===== src/rtl/asfc_pkg.sv =====
// shared constants and carriers of the serial flow control block
// assumes a classic wishbone master with byte addressing, 8-bit registers
package asfc_pkg;
  // register byte offsets
  localparam logic [7:0] ADR_CTRL = 8'h00;
  localparam logic [7:0] ADR_OPT2 = 8'h04;
  localparam logic [7:0] ADR_OPT3 = 8'h08;
  localparam logic [7:0] ADR_OPT4 = 8'h0c;
  localparam logic [7:0] ADR_OPT5 = 8'h10;
  localparam logic [7:0] ADR_STAT = 8'h14;
  localparam logic [7:0] ADR_SPECIAL_TX_COMMAND_REG = 8'h18;
  localparam logic [7:0] ADR_SPC1 = 8'h1c;
  localparam logic [7:0] ADR_SPC4 = 8'h28;
  localparam logic [7:0] ADR_MDM = 8'h2c;
  // field positions
  localparam int B_TXEN = 0;
  localparam int B_RXEN = 1;
  localparam int B_AUTO = 2;
  localparam int B_MODE = 4;
  localparam int B_CLEAR_TO_SEND_AUTO_ENABLE = 1;
  localparam int B_TX_INBAND_ENABLE = 6;
  localparam int B_IXM = 7;
  localparam int B_SCDE = 4;
  localparam int B_FCT = 5;
  localparam int B_TXOFF = 2;
  localparam int B_TXON = 1;
  localparam int B_RXON = 3;
  localparam int B_RXOFF = 4;
  localparam int B_SND = 3;
  localparam int B_MRTS = 0;
  localparam int B_MDTR = 1;
  localparam int B_MCTS = 2;
  localparam int B_MDSR = 3;
  // values after reset
  localparam logic [7:0] RST_REG = 8'h00;
  localparam logic [1:0] RST_MDM = 2'h0;

  typedef enum logic [2:0] {
    MODE_ASYNC = 3'b000,
    MODE_PPP = 3'b001,
    MODE_SLIP = 3'b010,
    MODE_ERRCTL = 3'b011,
    MODE_SYNC = 3'b100
  } asfc_mode_t;

  typedef enum logic [0:0] {
    SP_IDLE = 1'b0,
    SP_BUSY = 1'b1
  } asfc_sp_t;

  typedef struct packed {
    logic cyc;
    logic stb;
    logic we;
    logic [7:0] adr;
    logic [3:0] sel;
    logic [31:0] dat;
  } asfc_wbreq_t;

  typedef struct packed {
    logic ack;
    logic [31:0] dat;
  } asfc_wbrsp_t;

  typedef struct packed {
    logic valid;
    logic error;
    logic [7:0] data;
  } asfc_rxchar_t;
endpackage


===== src/rtl/asfc_flow.sv =====
// per-channel xon/xoff and modem-pin flow control with wishbone registers
// assumes the transmitter and receive fifo sit on core_clk; modem pins async
// Behaviour
// - transmit in-band flow control acts only while option two bit 6 is set.
// - implied resume mode bit 7 is ignored while in-band transmit is off.
// - xon and xoff codes come from special character registers one and two.
// - xoff stops loading; shift and holding characters still go out.
// - resume on xon, or on any error-free character but xoff when implied resume is set.
// - transparency bit 5 withholds flow characters, else pass as exception.
// - tx flow off status set by remote stop, cleared on restart or enable change.
// - tx flow on status set by remote restart, cleared once transmission resumes.
// - send special command transmits the selected special character, one to four.
// - rx flow off set when xoff sent, cleared on xon or receiver change.
// - rx flow on set when xon sent, cleared on next plain received character.
// - auto mode sends xoff when fifo count exceeds the threshold.
// - auto mode sends xon at or below threshold only after an auto xoff.
// - auto in-band flow control only in async and async ppp modes.
// - with cts auto enable, loading waits for cts low.
// - async: cts high stops after shift and holding stages drain.
// - sync mode (MODE_SYNC only): cts high stops only at the end of the current frame.
// - nonzero option five xoff threshold drives dtr high when both thresholds exceeded.
// - auto dtr returns low once fifo content falls below the option five xoff threshold.
// - without auto control the four modem pins are general purpose.
// - auto control ties rts/cts to transmitter and dtr/dsr to receiver; dsr is only read back in the modem register here.
//
// Our own choices: the Wishbone slave port and the register addresses.
`timescale 1ns/1ps
module asfc_flow
  import asfc_pkg::*;
(
  input wire logic core_clk,
  input wire logic reset_n,
  input wire asfc_wbreq_t wbReq,
  output asfc_wbrsp_t wbRsp,
  input wire asfc_rxchar_t rxChar,
  input wire logic [4:0] rxFifoCount,
  input wire logic txPending,
  input wire logic txLoadStrobe,
  input wire logic txInFrame,
  output logic txLoadEnable,
  output logic specialReq,
  output logic [7:0] specialChar,
  input wire logic specialDone,
  output logic rxDeliver,
  output logic rxException,
  output logic [7:0] rxData,
  input wire logic cts_n,
  input wire logic dsr_n,
  output logic rts_n,
  output logic dtr_n
);

  ////////////////////////////////////////////////////////////////////////////
  // state

  typedef struct packed {
    logic ack;
    logic [31:0] rdat;
    logic [7:0] ctrl;
    logic [7:0] opt2;
    logic [7:0] opt3;
    logic [7:0] opt4;
    logic [7:0] opt5;
    logic [7:0] special_tx_command_reg;
    logic [3:0][7:0] spc;
    logic [1:0] mdm;
    logic txOff;
    logic txOn;
    logic rxOff;
    logic rxOn;
    logic xoffSent;
    asfc_sp_t sp;
    logic [7:0] spChar;
    logic spXon;
    logic spXoff;
    logic spHost;
    logic ctsMeta;
    logic ctsSync;
    logic dsrMeta;
    logic dsrSync;
    logic ctsBlock;
    logic dtrHigh;
    logic rtsOut;
    logic dtrOut;
    logic rxPass;
    logic rxExc;
    logic [7:0] rxWord;
    logic txEnPrev;
    logic rxEnPrev;
  } asfc_state_t;

  asfc_state_t q;
  asfc_state_t d;

  function automatic logic asfc_inband_mode(input logic [2:0] m);
    asfc_inband_mode = (m == MODE_ASYNC) || (m == MODE_PPP);
  endfunction

  ////////////////////////////////////////////////////////////////////////////
  // combinational next state

  logic busWr;
  logic busRd;
  logic [2:0] mode;
  logic inbandTx;
  logic autoOn;
  logic isXon;
  logic isXoff;
  logic flowChar;
  logic goodChar;
  logic overThr;
  logic autoDtr;
  logic [1:0] spIdx;
  logic txEnChg;
  logic rxEnChg;

  always_comb
  begin
    d = q;
    busWr = wbReq.cyc && wbReq.stb && wbReq.we && !q.ack && wbReq.sel[0];
    busRd = wbReq.cyc && wbReq.stb && !wbReq.we && !q.ack;
    mode = q.ctrl[B_MODE +: 3];
    txEnChg = q.ctrl[B_TXEN] != q.txEnPrev;
    rxEnChg = q.ctrl[B_RXEN] != q.rxEnPrev;
    d.txEnPrev = q.ctrl[B_TXEN];
    d.rxEnPrev = q.ctrl[B_RXEN];
    // in-band control needs detection on and a mode that allows it
    inbandTx = q.opt2[B_TX_INBAND_ENABLE] && q.opt3[B_SCDE] && asfc_inband_mode(mode);
    autoOn = q.ctrl[B_AUTO] && q.opt3[B_SCDE] && asfc_inband_mode(mode);
    goodChar = rxChar.valid && !rxChar.error;
    isXon = goodChar && q.opt3[B_SCDE] && (rxChar.data == q.spc[0]);
    isXoff = goodChar && q.opt3[B_SCDE] && (rxChar.data == q.spc[1]);
    flowChar = isXon || isXoff;
    overThr = rxFifoCount > {1'b0, q.opt5[3:0]};
    autoDtr = q.opt5[3:0] != 4'h0;
    spIdx = 2'(q.special_tx_command_reg[2:0] - 3'h1);

    // receive path delivery
    d.rxPass = rxChar.valid && !(flowChar && q.opt3[B_FCT]);
    d.rxExc = flowChar && !q.opt3[B_FCT];
    d.rxWord = rxChar.valid ? rxChar.data : q.rxWord;

    // tx flow status: clears first, remote events after so a set wins
    if (txEnChg)
    begin
      d.txOff = 1'b0;
      d.txOn = 1'b0;
    end
    if (txLoadStrobe)
    begin
      d.txOn = 1'b0;
    end
    if (inbandTx)
    begin
      if (isXoff)
      begin
        d.txOff = 1'b1;
      end
      else if (q.txOff && (isXon || (q.opt2[B_IXM] && goodChar)))
      begin
        d.txOff = 1'b0;
        d.txOn = 1'b1;
      end
    end

    // rx flow status
    if (goodChar && !flowChar)
    begin
      d.rxOn = 1'b0;
    end
    if (rxEnChg)
    begin
      d.rxOff = 1'b0;
      d.rxOn = 1'b0;
      d.xoffSent = 1'b0;
    end

    // special character sender; host command first, automatic second
    case (q.sp)
      SP_IDLE:
      begin
        if (q.special_tx_command_reg[B_SND])
        begin
          if (q.special_tx_command_reg[2:0] != 3'h0 && q.special_tx_command_reg[2:0] <= 3'h4)
          begin
            d.sp = SP_BUSY;
            d.spChar = q.spc[spIdx];
            d.spXon = q.special_tx_command_reg[2:0] == 3'h1;
            d.spXoff = q.special_tx_command_reg[2:0] == 3'h2;
            d.spHost = 1'b1;
          end
          else
          begin
            d.special_tx_command_reg = RST_REG;
          end
        end
        else if (autoOn && !rxEnChg && overThr && !q.xoffSent)
        begin
          d.sp = SP_BUSY;
          d.spChar = q.spc[1];
          d.spXon = 1'b0;
          d.spXoff = 1'b1;
          d.spHost = 1'b0;
          d.xoffSent = 1'b1;
        end
        else if (autoOn && !rxEnChg && !overThr && q.xoffSent)
        begin
          d.sp = SP_BUSY;
          d.spChar = q.spc[0];
          d.spXon = 1'b1;
          d.spXoff = 1'b0;
          d.spHost = 1'b0;
          d.xoffSent = 1'b0;
        end
      end
      SP_BUSY:
      begin
        if (specialDone)
        begin
          d.sp = SP_IDLE;
          if (q.spHost)
          begin
            d.special_tx_command_reg = RST_REG;
          end
          // host-sent flow chars update rx status the same as automatic ones
          if (q.spXoff)
          begin
            d.rxOff = 1'b1;
            d.rxOn = 1'b0;
          end
          if (q.spXon)
          begin
            d.rxOff = 1'b0;
            d.rxOn = 1'b1;
          end
        end
      end
      default:
      begin
        d.sp = SP_IDLE;
      end
    endcase

    // modem pins: two flops before use
    d.ctsMeta = cts_n;
    d.ctsSync = q.ctsMeta;
    d.dsrMeta = dsr_n;
    d.dsrSync = q.dsrMeta;
    if (mode == MODE_SYNC)
    begin
      // frames are never cut mid-way
      if (!txInFrame)
      begin
        d.ctsBlock = q.ctsSync;
      end
    end
    else
    begin
      d.ctsBlock = q.ctsSync;
    end
    if (q.opt2[B_CLEAR_TO_SEND_AUTO_ENABLE])
    begin
      d.rtsOut = !txPending;
    end
    else
    begin
      d.rtsOut = !q.mdm[B_MRTS];
    end
    if (rxFifoCount > {1'b0, q.opt4[3:0]} && overThr)
    begin
      d.dtrHigh = 1'b1;
    end
    else if (rxFifoCount < {1'b0, q.opt5[3:0]})
    begin
      d.dtrHigh = 1'b0;
    end
    d.dtrOut = autoDtr ? q.dtrHigh : !q.mdm[B_MDTR];

    // wishbone slave: one wait state, ack for one cycle
    d.ack = wbReq.cyc && wbReq.stb && !q.ack;
    if (busWr)
    begin
      if (wbReq.adr == ADR_CTRL)
      begin
        d.ctrl = wbReq.dat[7:0];
      end
      else if (wbReq.adr == ADR_OPT2)
      begin
        d.opt2 = wbReq.dat[7:0];
      end
      else if (wbReq.adr == ADR_OPT3)
      begin
        d.opt3 = wbReq.dat[7:0];
      end
      else if (wbReq.adr == ADR_OPT4)
      begin
        d.opt4 = wbReq.dat[7:0];
      end
      else if (wbReq.adr == ADR_OPT5)
      begin
        d.opt5 = wbReq.dat[7:0];
      end
      else if (wbReq.adr == ADR_SPECIAL_TX_COMMAND_REG)
      begin
        d.special_tx_command_reg = wbReq.dat[7:0];
      end
      else if (wbReq.adr >= ADR_SPC1 && wbReq.adr <= ADR_SPC4 && wbReq.adr[1:0] == 2'h0)
      begin
        d.spc[2'(wbReq.adr[7:2] - ADR_SPC1[7:2])] = wbReq.dat[7:0];
      end
      else if (wbReq.adr == ADR_MDM)
      begin
        d.mdm = wbReq.dat[1:0];
      end
    end
    d.rdat = 32'h0000_0000;
    if (busRd)
    begin
      if (wbReq.adr == ADR_CTRL)
      begin
        d.rdat[7:0] = q.ctrl;
      end
      else if (wbReq.adr == ADR_OPT2)
      begin
        d.rdat[7:0] = q.opt2;
      end
      else if (wbReq.adr == ADR_OPT3)
      begin
        d.rdat[7:0] = q.opt3;
      end
      else if (wbReq.adr == ADR_OPT4)
      begin
        d.rdat[7:0] = q.opt4;
      end
      else if (wbReq.adr == ADR_OPT5)
      begin
        d.rdat[7:0] = q.opt5;
      end
      else if (wbReq.adr == ADR_STAT)
      begin
        d.rdat[B_TXOFF] = q.txOff;
        d.rdat[B_TXON] = q.txOn;
        d.rdat[B_RXOFF] = q.rxOff;
        d.rdat[B_RXON] = q.rxOn;
      end
      else if (wbReq.adr == ADR_SPECIAL_TX_COMMAND_REG)
      begin
        d.rdat[7:0] = q.special_tx_command_reg;
      end
      else if (wbReq.adr >= ADR_SPC1 && wbReq.adr <= ADR_SPC4 && wbReq.adr[1:0] == 2'h0)
      begin
        d.rdat[7:0] = q.spc[2'(wbReq.adr[7:2] - ADR_SPC1[7:2])];
      end
      else if (wbReq.adr == ADR_MDM)
      begin
        d.rdat[1:0] = q.mdm;
        d.rdat[B_MCTS] = !q.ctsSync;
        d.rdat[B_MDSR] = !q.dsrSync;
      end
    end
  end

  ////////////////////////////////////////////////////////////////////////////
  // registers

  always_ff @(posedge core_clk)
  begin
    if (!reset_n)
    begin
      q <= '0;
      q.ctrl <= RST_REG;
      q.mdm <= RST_MDM;
      q.rtsOut <= 1'b1;
      q.dtrOut <= 1'b1;
      q.ctsMeta <= 1'b1;
      q.ctsSync <= 1'b1;
      q.ctsBlock <= 1'b1;
      q.dsrMeta <= 1'b1;
      q.dsrSync <= 1'b1;
    end
    else
    begin
      q <= d;
    end
  end

  ////////////////////////////////////////////////////////////////////////////
  // outputs

  // gating loads only lets the shift and holding stages drain
  assign txLoadEnable = q.ctrl[B_TXEN] && !q.txOff && !(q.opt2[B_CLEAR_TO_SEND_AUTO_ENABLE] && q.ctsBlock);
  assign specialReq = q.sp == SP_BUSY;
  assign specialChar = q.spChar;
  assign rxDeliver = q.rxPass;
  assign rxException = q.rxExc;
  assign rxData = q.rxWord;
  assign rts_n = q.rtsOut;
  assign dtr_n = q.dtrOut;
  assign wbRsp.ack = q.ack;
  assign wbRsp.dat = q.rdat;

endmodule // asfc_flow


===== config.mk =====
export PLATFORM = sky130hd
export DESIGN_NAME = asfc_flow
export DESIGN_NICKNAME = d
export VERILOG_FILES = /design/src/rtl/asfc_pkg.sv /design/src/rtl/asfc_flow.sv
export SDC_FILE = /design/constraint.sdc
export NUM_CORES = 1
export LEC_CHECK = 0
export BUFFER_PORTS_ARGS = -buffer_cell sky130_fd_sc_hd__buf_2
export CAP_MARGIN = 20
export CORE_UTILIZATION = 32
export CTS_CLUSTER_DIAMETER = 30
export DETAILED_ROUTE_END_ITERATION = 8
export HOLD_SLACK_MARGIN = 0.12
export PLACE_DENSITY = 0.61
export SYNTH_ARGS = -nofsm -noshare
export SYNTH_HDL_FRONTEND = slang
export SYNTH_SLANG_ARGS = --single-unit

===== constraint.sdc =====
create_clock -name core_clk -period 6.4 [get_ports core_clk]
set_input_delay 0.64 -clock core_clk [delete_from_list [all_inputs] [get_ports core_clk]]
set_output_delay 0.64 -clock core_clk [all_outputs]
set_load 0.01 [all_outputs]

==> results.py <==
metrics = {
    "clock_tree": {
        "cts_root_buf": "sky130_fd_sc_hd__clkbuf_16",
        "ctsLongestPathBuffers": 2,
        "tritoncts_sink_count": 128,
        "tritoncts_clock_tree": "built",
        "path_clk_slew_ns": 0.06,
        "cts_made_buffers": 17,
        "postCtsSetupRepairBufs": 0,
        "cts.repair.resized": 0,
        "clock_network_latency_to_the_later_pin_of_the_worst_skew_pair_ns": 0.44,
        "htreeDepth": 4,
        "cts_hold_buf": 0,
    },
    "die": {
        "placement_rows": 55,
        "initial_utilization": 0.326,
        "die_outline_area_um2": 23600,
        "floorplan.die.width_um": 154,
        "die_h_um": 154,
        "num_io_pins": 125,
        "design.core.area_um2": 22600,
    },
    "worst_setup_path": {
        "crit_required_ns": 6.72,
        "timing.critical_path.from_type": "input pin",
        "cp_num_buf_inv": 2,
        "critical_path.max_stage_delay_ns": 0.66,
        "path_class": "input pin to register",
        "worst-path-max-fanout": 20,
        "worstPathArrival_ns": 3.35,
        "slowest_stage": "sky130_fd_sc_hd__or3b_1",
        "cp-end-kind": "register",
        "crit_path_cell_trace": "buf_2 > inv_1 > ha_1 > or3b_1 > nor2_2 > a221oi_1 > o22ai_1 > o211ai_1 > a221oi_1",
        "cpMostUsedCell": "sky130_fd_sc_hd__a221oi_1",
        "cp_top_family": "simple AND/OR/NAND/NOR gates",
    },
    "routing": {
        "avgRoutedWirePerCell_um": 18.5,
        "totalWireLength_um": 21600,
        "maxUsedRoutingLayer": "met4",
        "wirelength_met1_um": 9250,
        "number_of_vias_after_detailed_routing": 6261,
        "first_iter_violations": 510,
        "detailroute.wirelength.met2_um": 10600,
        "detailroute.wirelength.met3_um": 1140,
        "detail_route.first_pass.iterations": 5,
        "drc": 0,
        "route.detailed.vias_per_inst": 5.35,
        "postRouteAntennaNets": 0,
    },
    "synth": {
        "largest_family_of_logic_cells_by_synthesized_area": "simple AND/OR/NAND/NOR gates",
        "post_synth_xor_area_fraction": 0.0214,
        "synthTopCellsByArea": "sky130_fd_sc_hd__dfxtp_1 (35%), sky130_fd_sc_hd__nand2_1 (7.9%), sky130_fd_sc_hd__buf_4 (5.5%)",
        "post_synthesis_simple_gate_area_fraction": 0.227,
        "synth-compound-area-share": 0.182,
        "number_of_enable_flip_flop_cells_after_synthesis": 0,
        "post-synth-top-area-fraction": 0.349,
        "synth_adder_area_share": 0.0340,
        "synth_largest_area_cell": "sky130_fd_sc_hd__dfxtp_1",
        "post_synth_num_cell_types": 72,
        "dominantRegCellSynth": "sky130_fd_sc_hd__dfxtp_1",
        "yosys_register_bits": 128,
        "synth.area.mux_share": 0.0914,
        "syn-instance-count": 861,
        "yosys_warnings": 0,
        "synth_async_sr_flop_share": 0,
        "synth-seq-area-share": 0.349,
        "area_of_the_mapped_netlist_um2": 7350,
        "synth.avg_cell_area_um2": 8.54,
    },
    "placed_design": {
        "dpl.cell_count": 1137,
        "place.port_buffers": 73,
        "place_congestion": 0.898,
        "place.detailed.hpwl_um": 15400,
    },
    "grt": {
        "grt_usage": 0.189,
        "overflow": 0,
        "grt_max_degree": 123,
        "global_route_wire_length_before_repair_um": 34200,
        "first_global_vias": 6009,
        "antenna_found_initial": 0,
    },
    "job": {
        "max_cap_viol_count": 0,
    },
    "timing": {
        "tightestPinTransition_ns": 0.907,
        "post-route-min-period_ns": 3.04,
        "report.final.hold_viol_count": 0,
        "timing.fmax_mhz": 329,
        "final-max-slew-violation-count": 0,
        "slew_headroom": 0.391,
        "finClkSkew_ns": 0.0122,
        "finalSetupViolCount": 0,
        "finalCritPeriodShare": 0.474,
        "timing.setup.tns_ns": 0,
        "unrepaired_setup_endpoints_after_global_routing": "no",
    },
    "final_layout": {
        "fin_nets": 962,
        "antenna_cells": 0,
        "multi_input_area_um2": 4170,
        "layout.cells.non_filler": 1170,
        "n_fill_cell": 2320,
        "seqCellArea_um2": 2560,
        "synthToLayoutAreaGrowth_pct": 11.8,
        "layout-drive-gt1-share": 0.163,
    },
    "power": {
        "power_total_uw": 2000,
        "pwr_density_cell_nw_per_um2": 243,
        "leakage_uw": 0.00305,
        "vdd_drop_max_v": 0.000142,
    },
    "hold_path": {
        "hold_path_class": "input pin to register",
    },
    "run_status": {
        "status": "completed",
    },
}
[layout by cell type, fill, tap and decap left out, types with 20 or more instances in the layout]
cell,instances
sky130_fd_sc_hd__a21boi_0,20
sky130_fd_sc_hd__nand2_1,154
sky130_fd_sc_hd__mux2i_1,30
sky130_fd_sc_hd__buf_2,72
sky130_fd_sc_hd__a21oi_1,27
sky130_fd_sc_hd__dfxtp_1,128
sky130_fd_sc_hd__o21ai_0,25
sky130_fd_sc_hd__nor2b_1,33
sky130_fd_sc_hd__nor2_1,31
sky130_fd_sc_hd__nand3_1,38
sky130_fd_sc_hd__ha_1,20
sky130_fd_sc_hd__conb_1,24
sky130_fd_sc_hd__a21boi_1,42
[logic make-up (layout without fill, tap and decap cells)]
family          after synthesis  count (layout)
compound gates              192             192
xor+xnor                     18              18
fa+ha+maj                    20              20
buf+inv                     127             128
flops                       128             128
mux                          47              47
other cells                   1              24
simple gates                328             328
[metal layers]
metal | up-vias | GRT usage
met5 | - | 0
met4 | 0 | 0.0790
met3 | 53 | 0.0378
met2 | 217 | 0.319
met1 | 3000 | 0.234
li1 | 2991 | -
[worst reg2reg max path: stages (launching register included)]
cell                       delay (ns)
sky130_fd_sc_hd__dfxtp_1         0.74
sky130_fd_sc_hd__inv_1           0.18
sky130_fd_sc_hd__ha_1            0.25
sky130_fd_sc_hd__ha_1            0.29
sky130_fd_sc_hd__clkinv_1        0.17
sky130_fd_sc_hd__nand2_1         0.10
sky130_fd_sc_hd__nor2_1          0.61
sky130_fd_sc_hd__or2_1           0.42
sky130_fd_sc_hd__a31oi_1         0.14
[synthesized netlist by cell type, types with 4 or more instances]
| library cell | count |
|---|---|
| sky130_fd_sc_hd__a21boi_0 | 20 |
| sky130_fd_sc_hd__nor2_1 | 31 |
| sky130_fd_sc_hd__nand3_1 | 38 |
| sky130_fd_sc_hd__a41oi_1 | 4 |
| sky130_fd_sc_hd__xor2_1 | 12 |
| sky130_fd_sc_hd__and3_1 | 5 |
| sky130_fd_sc_hd__a211oi_1 | 4 |
| sky130_fd_sc_hd__a32oi_1 | 4 |
| sky130_fd_sc_hd__nor3_1 | 4 |
| sky130_fd_sc_hd__or3_1 | 4 |
| sky130_fd_sc_hd__a221oi_1 | 5 |
| sky130_fd_sc_hd__buf_2 | 14 |
| sky130_fd_sc_hd__o31ai_1 | 9 |
| sky130_fd_sc_hd__nor2b_1 | 33 |
| sky130_fd_sc_hd__and2_1 | 7 |
| sky130_fd_sc_hd__a21boi_1 | 42 |
| sky130_fd_sc_hd__clkbuf_1 | 35 |
| sky130_fd_sc_hd__nand2_1 | 154 |
| sky130_fd_sc_hd__nand4_1 | 8 |
| sky130_fd_sc_hd__o21a_1 | 7 |
| sky130_fd_sc_hd__nor3b_2 | 4 |
| sky130_fd_sc_hd__dfxtp_1 | 128 |
| sky130_fd_sc_hd__buf_4 | 54 |
| sky130_fd_sc_hd__o211ai_1 | 5 |
| sky130_fd_sc_hd__mux4_2 | 16 |
| sky130_fd_sc_hd__nand2b_1 | 8 |
| sky130_fd_sc_hd__o22ai_1 | 5 |
| sky130_fd_sc_hd__mux2i_1 | 30 |
| sky130_fd_sc_hd__o21ai_0 | 25 |
| sky130_fd_sc_hd__a21oi_1 | 27 |
| sky130_fd_sc_hd__inv_1 | 19 |
| sky130_fd_sc_hd__ha_1 | 20 |
| sky130_fd_sc_hd__a31oi_1 | 15 |
| sky130_fd_sc_hd__xnor2_1 | 6 |
[area by class of cell]
class,count,share of cell area
tap,285,0.0434
timing repair buffer,76,0.0499
multi-input combinational,629,0.507
inverter,20,0.00914
clock buffer,18,0.0534
sequential,128,0.312
clock inverter,14,0.0248
[power by group]
group / switching, µW / internal [µW]
registers: 2.27 / 802
clock network: 389 / 668
logic: 90.1 / 47.8
[worst paths after layout]
check / start / end / slack [ns] / cells after the start
worst max-delay path: wbReq[38] / wbRsp[4] / 3.36 / 9
worst min-delay path: cts_n / d[18] / 0.39 / 2
worst max register to register: q[71] / specialChar[0] / 3.37 / 8
worst min register to register: d[18] / q[18] / 0.41 / 1
[stage by stage]
step	utilization	hold slack, ns	setup WS (ns)	cell area, µm²
after CTS	0.363	0.380	3.35	8190
after detailed placement	0.334	0.397	2.95	7550
after floorplan	-	0.386	3.82	7440
after global placement	0.334	0.391	2.96	7550
after global routing	0.364	0.389	3.04	8220
final	0.364	0.389	3.36	8220
(Power assumes the default switching activity.)
